<file path="config.mk">
export PLATFORM = sky130hd
export DESIGN_NAME = coe_output_extras
export DESIGN_NICKNAME = d
export VERILOG_FILES = /design/src/coe_pkg.sv /design/src/coe_noise_filter.sv /design/src/coe_output_extras.sv
export SDC_FILE = /design/constraint.sdc
export NUM_CORES = 2
export LEC_CHECK = 0
export ABC_AREA = 1
export BUFFER_PORTS_ARGS = -buffer_cell sky130_fd_sc_hd__buf_2
export CAP_MARGIN = 15
export CORE_MARGIN = 2
export CORE_UTILIZATION = 48
export DETAILED_ROUTE_END_ITERATION = 7
export HOLD_SLACK_MARGIN = 0.15
export PLACE_DENSITY_LB_ADDON = 0.1
export RECOVER_POWER = 100
export SYNTH_ARGS = -nofsm -noshare
export SYNTH_HDL_FRONTEND = slang
export SYNTH_SLANG_ARGS = --single-unit
</file>
<file path="constraint.sdc">
create_clock -name clk -period 5.37 [get_ports clk]
set_input_delay 0.2685 -clock clk [delete_from_list [all_inputs] [get_ports clk]]
set_output_delay 0.2685 -clock clk [all_outputs]
set_load 0.01 [all_outputs]
</file>
<file path="src/coe_pkg.sv">
// Shared constants, settings layout and state codes for the output extras.
package coe_pkg;

  // Clock and timing.
  localparam int CLK_HZ       = 20_000_000;
  localparam int CLK_NS       = 1_000_000_000 / CLK_HZ;
  localparam int MS_NS        = 1_000_000;
  localparam int TICK_CYC_DEF = MS_NS / CLK_NS;

  // Filter half periods in ns and the stable sample counts derived from them.
  localparam int FLT_50K_NS   = 10_000;
  localparam int FLT_500K_NS  = 1_000;
  localparam int FLT_10K_NS   = 50_000;
  localparam int FLT_W        = 10;
  localparam logic [FLT_W-1:0] FLT_50K_CYC  = FLT_W'(FLT_50K_NS / CLK_NS);
  localparam logic [FLT_W-1:0] FLT_500K_CYC = FLT_W'(FLT_500K_NS / CLK_NS);
  localparam logic [FLT_W-1:0] FLT_10K_CYC  = FLT_W'(FLT_10K_NS / CLK_NS);

  // Filter select codes.
  localparam logic [1:0] ENC_FLT_50K  = 2'h0;
  localparam logic [1:0] ENC_FLT_500K = 2'h1;
  localparam logic [1:0] ENC_FLT_10K  = 2'h2;
  localparam logic       IN_FLT_50K   = 1'h0;
  localparam logic       IN_FLT_10K   = 1'h1;

  // Setting field limits and reset values.
  localparam int         TM_W      = 14;
  localparam int         HYS_W     = 8;
  localparam logic [7:0] HYS_MAX   = 8'hFF;
  localparam logic [3:0] BCD_MAX   = 4'h9;
  localparam logic [31:0] CNT_RST  = 32'h0000_0000;

  // Setting words transferred by the controller at restart.
  typedef struct packed {
    logic [15:0] output0_on_delay;
    logic [15:0] output0_pulse_length;
    logic [15:0] output1_on_delay;
    logic [15:0] output1_pulse_length;
    logic [15:0] counter1_hysteresis;
    logic [15:0] counter2_hysteresis;
    logic [15:0] encoder_filter_select;
    logic [15:0] input_filter_select;
    logic [31:0] counter1_start_value_linear;
    logic [31:0] counter2_start_value_linear;
    logic [31:0] counter1_start_value_circular;
    logic [31:0] counter2_start_value_circular;
  } coe_settings_s;

  // Per output timing state.
  typedef enum logic [4:0] {
    S_IDLE  = 5'b00001,
    S_DELAY = 5'b00010,
    S_PULSE = 5'b00100,
    S_ON    = 5'b01000,
    S_HELD  = 5'b10000
  } coe_out_state_e;

endpackage

</file>
<file path="src/coe_noise_filter.sv">
// Glitch filter that accepts a new level only after it stays stable.
`timescale 1ns/1ps
module coe_noise_filter
  import coe_pkg::*;
(
  input  wire logic             clk,
  input  wire logic             rst,
  input  wire logic             ce,
  input  wire logic             raw,
  input  wire logic [FLT_W-1:0] need,
  output logic                  filt
);

  logic [FLT_W-1:0] run_reg;
  logic [FLT_W-1:0] run_next;
  logic             filt_reg;
  logic             differs;
  logic             accept;

  // A changed level must hold for need samples before it passes.
  assign differs  = raw != filt_reg;
  assign accept   = differs && (run_reg >= need - FLT_W'(1));
  assign run_next = differs ? run_reg + FLT_W'(1) : '0;

  always_ff @(posedge clk) begin
    if (rst) begin
      run_reg  <= '0;
      filt_reg <= 1'b0;
    end else if (ce) begin
      run_reg  <= accept ? '0 : run_next;
      filt_reg <= accept ? raw : filt_reg;
    end
  end

  assign filt = filt_reg;

endmodule

</file>
<file path="src/coe_output_extras.sv">
// Output timing, hysteresis, noise filters and initial counts of two counters.
//
// Operation
// - Each output keeps a BCD turn-on delay in ms; zero means no delay.
// - Each output keeps a BCD pulse length in ms; zero means steady on.
// - Timing starts on pattern bit rise; delay first, then the pulse.
// - Pattern bit falling aborts any timing and turns the output off unless manual on is set.
// - Manual on drives the output at once, skipping delay and pulse.
// - After a pulse, internal state stays on, physical off, until cleared.
// - Each counter has a hysteresis band 0 to 255; zero disables it.
// - Count changes smaller than the band are not passed as changes.
// - Hysteresis acts only in range mode, never in comparison mode.
// - Shared encoder filter select: 0 is 50 kHz, 1 500 kHz, 2 10 kHz.
// - Shared input filter select: 0 is 50 kHz, 1 is 10 kHz.
// - Restart loads each counter with its initial value, replacing the count.
// - Linear and simple counters take a signed 32-bit initial value.
// - Circular counters take a separate unsigned 32-bit initial value.
`timescale 1ns/1ps
module coe_output_extras
  import coe_pkg::*;
#(
  parameter int TICK_CYCLES = TICK_CYC_DEF
)(
  input  wire logic              clk,
  input  wire logic              rst,
  input  wire logic              ce,
  input  wire logic              restart,
  input  wire coe_settings_s     settings,
  input  wire logic [1:0]        circular,
  input  wire logic [1:0]        range_mode,
  input  wire logic [1:0]        enc_a,
  input  wire logic [1:0]        enc_b,
  input  wire logic [1:0]        din_raw,
  input  wire logic [1:0]        pattern,
  input  wire logic [1:0]        manual_on,
  output logic [1:0]             dout,
  output logic [1:0]             out_state,
  output logic [1:0]             din_filt,
  output logic [1:0][31:0]       count_val,
  output logic [1:0][31:0]       hyst_val
);

  localparam int TW = $clog2(TICK_CYCLES + 1);

  ////////////////////////////////////////////////////////////////////////////
  // Helper functions.

  function automatic logic [TM_W-1:0] bcd_to_bin(input logic [15:0] b);
    logic [3:0]      d [4];
    logic [TM_W-1:0] acc;
    acc = '0;
    for (int k = 3; k >= 0; k--) begin
      d[k] = (b[k*4 +: 4] > BCD_MAX) ? BCD_MAX : b[k*4 +: 4];
      acc  = TM_W'(acc * TM_W'(10)) + TM_W'(d[k]);
    end
    return acc;
  endfunction

  function automatic logic [HYS_W-1:0] clamp_band(input logic [15:0] v);
    return (v > 16'(HYS_MAX)) ? HYS_MAX : v[HYS_W-1:0];
  endfunction

  // Quadrature step: bit 0 counts up, bit 1 counts down.
  function automatic logic [1:0] quad_step(input logic [1:0] p,
                                           input logic [1:0] c);
    logic [3:0] t;
    t = {p, c};
    case (t)
      4'h1, 4'h7, 4'hE, 4'h8: return 2'h1;
      4'h2, 4'hB, 4'hD, 4'h4: return 2'h2;
      default:                return 2'h0;
    endcase
  endfunction

  ////////////////////////////////////////////////////////////////////////////
  // Settings taken at restart.

  logic [1:0][15:0]       set_delay;
  logic [1:0][15:0]       set_pulse;
  logic [1:0][15:0]       set_band;
  logic [1:0][31:0]       set_lin;
  logic [1:0][31:0]       set_circ;
  logic [1:0][TM_W-1:0]   delay_reg;
  logic [1:0][TM_W-1:0]   pulse_reg;
  logic [1:0][HYS_W-1:0]  band_reg;
  logic [1:0]             enc_sel_reg;
  logic                   in_sel_reg;
  logic [FLT_W-1:0]       enc_need;
  logic [FLT_W-1:0]       in_need;

  assign set_delay = {settings.output1_on_delay,
                      settings.output0_on_delay};
  assign set_pulse = {settings.output1_pulse_length,
                      settings.output0_pulse_length};
  assign set_band  = {settings.counter2_hysteresis,
                      settings.counter1_hysteresis};
  assign set_lin   = {settings.counter2_start_value_linear,
                      settings.counter1_start_value_linear};
  assign set_circ  = {settings.counter2_start_value_circular,
                      settings.counter1_start_value_circular};

  always_ff @(posedge clk) begin
    if (rst) begin
      delay_reg   <= '0;
      pulse_reg   <= '0;
      band_reg    <= '0;
      enc_sel_reg <= ENC_FLT_50K;
      in_sel_reg  <= IN_FLT_50K;
    end else if (ce && restart) begin
      for (int i = 0; i < 2; i++) begin
        delay_reg[i] <= bcd_to_bin(set_delay[i]);
        pulse_reg[i] <= bcd_to_bin(set_pulse[i]);
        band_reg[i]  <= clamp_band(set_band[i]);
      end
      enc_sel_reg <= settings.encoder_filter_select[1:0];
      in_sel_reg  <= settings.input_filter_select[0];
    end
  end

  ////////////////////////////////////////////////////////////////////////////
  // Noise filters.

  assign enc_need = (enc_sel_reg == ENC_FLT_500K) ? FLT_500K_CYC :
                    (enc_sel_reg == ENC_FLT_10K)  ? FLT_10K_CYC  :
                    FLT_50K_CYC;
  assign in_need  = (in_sel_reg == IN_FLT_10K) ? FLT_10K_CYC : FLT_50K_CYC;

  logic [5:0] line_raw;
  logic [5:0] line_filt;

  assign line_raw = {din_raw, enc_b, enc_a};

  for (genvar g = 0; g < 6; g++) begin : g_flt
    coe_noise_filter u_flt (
      .clk  (clk),
      .rst  (rst),
      .ce   (ce),
      .raw  (line_raw[g]),
      .need ((g < 4) ? enc_need : in_need),
      .filt (line_filt[g])
    );
  end

  ////////////////////////////////////////////////////////////////////////////
  // Counters and hysteresis.

  logic [1:0][1:0]  ab_prev_reg;
  logic [1:0][1:0]  ab_cur;
  logic [1:0][31:0] cnt_reg;
  logic [1:0][31:0] cnt_next;
  logic [1:0][31:0] hys_reg;
  logic [1:0][31:0] hys_next;
  logic [1:0][31:0] hys_diff;
  logic [1:0][31:0] hys_mag;
  logic [1:0]       hys_on;

  for (genvar c = 0; c < 2; c++) begin : g_cnt
    logic [1:0] step;
    assign ab_cur[c] = {line_filt[2+c], line_filt[c]};
    assign step      = quad_step(ab_prev_reg[c], ab_cur[c]);
    assign cnt_next[c] = restart     ? (circular[c] ? set_circ[c]
                                                    : set_lin[c]) :
                         step[0]     ? cnt_reg[c] + 32'h0000_0001 :
                         step[1]     ? cnt_reg[c] - 32'h0000_0001 :
                         cnt_reg[c];
    assign hys_on[c]   = range_mode[c] && (band_reg[c] != '0);
    assign hys_diff[c] = cnt_next[c] - hys_reg[c];
    assign hys_mag[c]  = hys_diff[c][31] ? (~hys_diff[c] + 32'h0000_0001)
                                         : hys_diff[c];
    // small swings do not move the held value.
    assign hys_next[c] = (!hys_on[c] || restart ||
                          hys_mag[c] >= 32'(band_reg[c])) ?
                         cnt_next[c] : hys_reg[c];
  end

  always_ff @(posedge clk) begin
    if (rst) begin
      ab_prev_reg <= '0;
      cnt_reg     <= {2{CNT_RST}};
      hys_reg     <= {2{CNT_RST}};
    end else if (ce) begin
      ab_prev_reg <= ab_cur;
      cnt_reg     <= cnt_next;
      hys_reg     <= hys_next;
    end
  end

  ////////////////////////////////////////////////////////////////////////////
  // Millisecond tick.

  logic [TW-1:0] tick_cnt_reg;
  logic          tick_reg;
  logic          tick_wrap;

  assign tick_wrap = tick_cnt_reg == TW'(TICK_CYCLES - 1);

  always_ff @(posedge clk) begin
    if (rst) begin
      tick_cnt_reg <= '0;
      tick_reg     <= 1'b0;
    end else if (ce) begin
      tick_cnt_reg <= tick_wrap ? '0 : tick_cnt_reg + TW'(1);
      tick_reg     <= tick_wrap;
    end
  end

  ////////////////////////////////////////////////////////////////////////////
  // Output timing.

  coe_out_state_e       st_reg  [2];
  coe_out_state_e       st_next [2];
  logic [1:0][TM_W-1:0] tm_reg;
  logic [1:0][TM_W-1:0] tm_next;
  logic [1:0]           pat_prev_reg;
  logic [1:0]           rise;
  logic [1:0]           dout_reg;
  logic [1:0]           dout_next;
  logic [1:0]           ost_reg;
  logic [1:0]           ost_next;

  assign rise = pattern & ~pat_prev_reg;

  always_comb begin
    for (int i = 0; i < 2; i++) begin
      st_next[i] = st_reg[i];
      tm_next[i] = tm_reg[i];
      if (!pattern[i]) begin
        st_next[i] = S_IDLE;
        tm_next[i] = '0;
      end else begin
        case (st_reg[i])
          S_IDLE: begin
            if (rise[i] && delay_reg[i] != '0) begin
              st_next[i] = S_DELAY;
              tm_next[i] = delay_reg[i];
            end else if (rise[i] && pulse_reg[i] != '0) begin
              st_next[i] = S_PULSE;
              tm_next[i] = pulse_reg[i];
            end else if (rise[i]) begin
              st_next[i] = S_ON;
            end
          end
          S_DELAY: begin
            if (tick_reg && tm_reg[i] == TM_W'(1)) begin
              st_next[i] = (pulse_reg[i] != '0) ? S_PULSE : S_ON;
              tm_next[i] = pulse_reg[i];
            end else if (tick_reg) begin
              tm_next[i] = tm_reg[i] - TM_W'(1);
            end
          end
          S_PULSE: begin
            if (tick_reg && tm_reg[i] == TM_W'(1)) begin
              st_next[i] = S_HELD;
              tm_next[i] = '0;
            end else if (tick_reg) begin
              tm_next[i] = tm_reg[i] - TM_W'(1);
            end
          end
          S_ON:    st_next[i] = S_ON;
          S_HELD:  st_next[i] = S_HELD;
          default: st_next[i] = S_IDLE;
        endcase
      end
      dout_next[i] = manual_on[i] || st_next[i] == S_ON ||
                     st_next[i] == S_PULSE;
      ost_next[i]  = manual_on[i] || st_next[i] == S_ON ||
                     st_next[i] == S_PULSE || st_next[i] == S_HELD;
    end
  end

  always_ff @(posedge clk) begin
    if (rst) begin
      st_reg       <= '{S_IDLE, S_IDLE};
      tm_reg       <= '0;
      pat_prev_reg <= '0;
      dout_reg     <= '0;
      ost_reg      <= '0;
    end else if (ce) begin
      st_reg       <= st_next;
      tm_reg       <= tm_next;
      pat_prev_reg <= pattern;
      dout_reg     <= dout_next;
      ost_reg      <= ost_next;
    end
  end

  assign dout      = dout_reg;
  assign out_state = ost_reg;
  assign din_filt  = line_filt[5:4];
  assign count_val = cnt_reg;
  assign hyst_val  = hys_reg;

  for (genvar i = 0; i < 2; i++) begin : g_chk

  end
endmodule

</file>
==> impl_metrics.env <==
export IMPL_r2r_start="count_val[0]"
export IMPL_cpLargestDelayFamily="simple AND/OR/NAND/NOR gates"
export IMPL_slew_headroom=-0.480
export IMPL_wl_per_cell_um=16.3
export IMPL_finish_utilization=0.644
export IMPL_holdCritStartpoint="ce"
export IMPL_worstPathArrival_ns=6.60
export IMPL_clock_latency_ns=0.61
export IMPL_synth_simple_area_share=0.355
export IMPL_path_buf_inv=6
export IMPL_synthArstFlopShare=0
export IMPL_clk_pin_slew_ns=0.06
export IMPL_synth_top_area_share=0.189
export IMPL_yosysSeqAreaShare=0.189
export IMPL_max_stage_delay_ns=0.37
export IMPL_cts_root_buffer="clkbuf_16"
export IMPL_synthMuxAreaShare=0.000888
export IMPL_grt_pass1_wl_um=201000
export IMPL_max_freq_mhz=163
export IMPL_syn_avg_cell_area_um2=5.98
export IMPL_synth_compound_area_frac=0.155
export IMPL_firstDrtPassIters=6
export IMPL_reg2reg_to="hyst_val[22]"
export IMPL_start_kind="flip-flop"
export IMPL_crit_type="reg2reg"
export IMPL_min_period_ns=6.12
export IMPL_worstPathMaxFanout=8
export IMPL_synthXorXnorAreaFrac=0.0555
export IMPL_setup_tns_final_ns=-38.86
export IMPL_drc=0
export IMPL_grt_setup_unrepaired="true"
export IMPL_crit_top_cell="nand2_1"
export IMPL_dp_slack_ns=-0.836
export IMPL_drtIter0Drc=3338
export IMPL_grt_max_degree=95
export IMPL_hold_violations=0
export IMPL_final_cell_area_um2=46900
export IMPL_synth_top_family_by_area="simple AND/OR/NAND/NOR gates"
export IMPL_htree_levels=2
export IMPL_clockBufferDepth=3
export IMPL_grt_usage=0.328
export IMPL_cts_tree="yes"
export IMPL_placed_cell_area_um2=43400
export IMPL_final_period_utilization=1.14
export IMPL_power_uw=20800
export IMPL_synth_area_um2=35200
export IMPL_power_leakage_uw=0.0239
export IMPL_drive_gt1_frac=0.224
export IMPL_antenna_found_initial=12
export IMPL_cts_made_buffers=40
export IMPL_run_status="finished, violations left"
export IMPL_synth_area_leader_cell="dfxtp_1"
export IMPL_hpwl_um=102000
export IMPL_synthAdderAreaFrac=0.126
export IMPL_start_util=0.484
export IMPL_clkSinkCount=333
export IMPL_failed_checks="max-capacitance violations, max-slew violations, negative setup slack"
export IMPL_die_h_um=275
export IMPL_hold_class="in2reg"
export IMPL_hold_depth=2
export IMPL_setup_violations=64
export IMPL_drv_slew=48
export IMPL_portBuffers=378
export IMPL_core_um2=72800
export IMPL_final_common_cell="nand2_1"
export IMPL_ys_flop_type="dfxtp_1"
export IMPL_io_pins=408
export IMPL_grt_pass1_vias=38700
export IMPL_synth_edf_count=0
export IMPL_ys_types=66
export IMPL_layout_nets=7544
export IMPL_ys_top_cells_by_area="dfxtp_1 (19%), nand2_1 (17%), ha_1 (11%), inv_1 (9.4%), nor2_1 (6.8%)"
export IMPL_synthToLayoutAreaGrowth_pct=33.1
export IMPL_maxCapViolations=1
export IMPL_clock_skew_ns=0.0396
export IMPL_ant_nets=0
export IMPL_r2r_setup_slack_ns=-0.75
export IMPL_reg2reg_depth=43
export IMPL_layout_common_cells="nand2_1 (1519), inv_1 (851), buf_4 (744), nor2_1 (608), a21oi_1 (400)"
export IMPL_vias_per_cell=5.30
export IMPL_required_ns=5.84
export IMPL_synth_seq_cells=333
export IMPL_setup_slack_ns=-0.752
export IMPL_place_gp_congestion=1.05
export IMPL_slowest_stage="dfxtp_4"
export IMPL_wl_um=129000
export IMPL_end_kind="flip-flop"
export IMPL_synth_cells=5888
export IMPL_fp_row_count=99
export IMPL_via_count=42000
export IMPL_p_per_area_nw_per_um2=444
export IMPL_yosysWarnings=0
export IMPL_die_w_um=275
export IMPL_grt_overflow=0
export IMPL_die_area_um2=75600
export IMPL_worst_pin_slew_ns=2.21
export IMPL_holdPathEnd="st_reg[7]"
export IMPL_vdd_drop_max_v=0.000537
[through the flow]
step	hold slack (ns)	cells
2_1_floorplan	0.410	5889
3_3_place_gp	0.452	7772
3_5_place_dp	0.456	7772
4_1_cts	0.163	7908
5_1_grt	0.187	7924
6_report	0.173	7926
[synthesized netlist by cell type, types with 19 or more instances]
master,instances
a31oi_1,33
buf_1,20
nand3_1,329
nor3_1,84
nand3b_1,26
clkbuf_1,124
nor4_1,37
fa_1,26
nor2_2,19
inv_1,878
xor2_1,154
nand2_1,1605
ha_1,312
dfxtp_1,333
a211oi_1,39
o21ai_0,298
nand2_2,19
or2_2,37
nor2_1,634
xnor2_1,69
a21oi_1,426
o211ai_1,25
nand4_1,88
[how the worst max path moves through the flow]
stage	slack [ns]	endpoint	cells after the start	from
global route	-1.17	hyst_val[22]	46	count_val[0]
detailed placement	-0.84	hyst_val[21]	45	count_val[0]
floorplan	-0.30	hyst_val[10]	45	count_val[0]
finish	-0.75	hyst_val[22]	43	count_val[0]
CTS	-0.45	hyst_val[8]	46	count_val[0]
global placement	-0.64	hyst_val[55]	42	count_val[32]
[logic make-up (layout without fill, tap and decap cells)]
logic type,after synthesis,in the layout
fa+ha+maj,338,338
compound gates,965,965
xor+xnor,223,223
flops,333,333
mux,3,3
buf+inv,1080,2152
other cells,1,8
simple gates,2945,2945
[where the power goes]
part	internal, µW	total (µW)	switching, µW	leakage (µW)
Combinational	7260	15000	7720	0.0205
Sequential	2700	2910	210	0.00274
Clock	1700	2900	1200	0.000668
Total	11700	20800	9130	0.0239
[per-layer routing]
| layer | vias up | part of all wire | track usage |
|---|---|---|---|
| met5 | - | 0.00044 | 0 |
| met4 | 12 | 0.039 | 0.123 |
| met3 | 290 | 0.083 | 0.0580 |
| met2 | 1489 | 0.43 | 0.522 |
| met1 | 19100 | 0.44 | 0.441 |
| li1 | 21200 | - | - |
[area by class of cell]
class / instances / area [µm²]
multi-input combinational: 4476 / 26000
fill: 7001 / 26000
timing repair buffer: 1184 / 8240
sequential: 333 / 6680
inverter: 897 / 3390
tap: 959 / 1200
clock buffer: 56 / 1150
clock inverter: 15 / 223
antenna: 6 / 15.0
[worst reg2reg max path, delay by kind of cell (launching register included)]
kind | cells | cell delay, ns
DFF | 1 | 0.37
buffers and inverters | 6 | 0.54
and+or+nand+nor | 22 | 2.48
AOI/OAI and AO/OA | 12 | 1.99
adders and majority gates | 3 | 0.61
[what timing repair did]
action	in CTS	in global routing
pin swaps	67	95
endpoints found under the hold margin	73	0
buffers inserted	23	14
gates cloned	6	0
hold buffers	37	0
resized for setup	168	191
endpoints found under the setup margin	64	77
(Power assumes the default switching activity.)
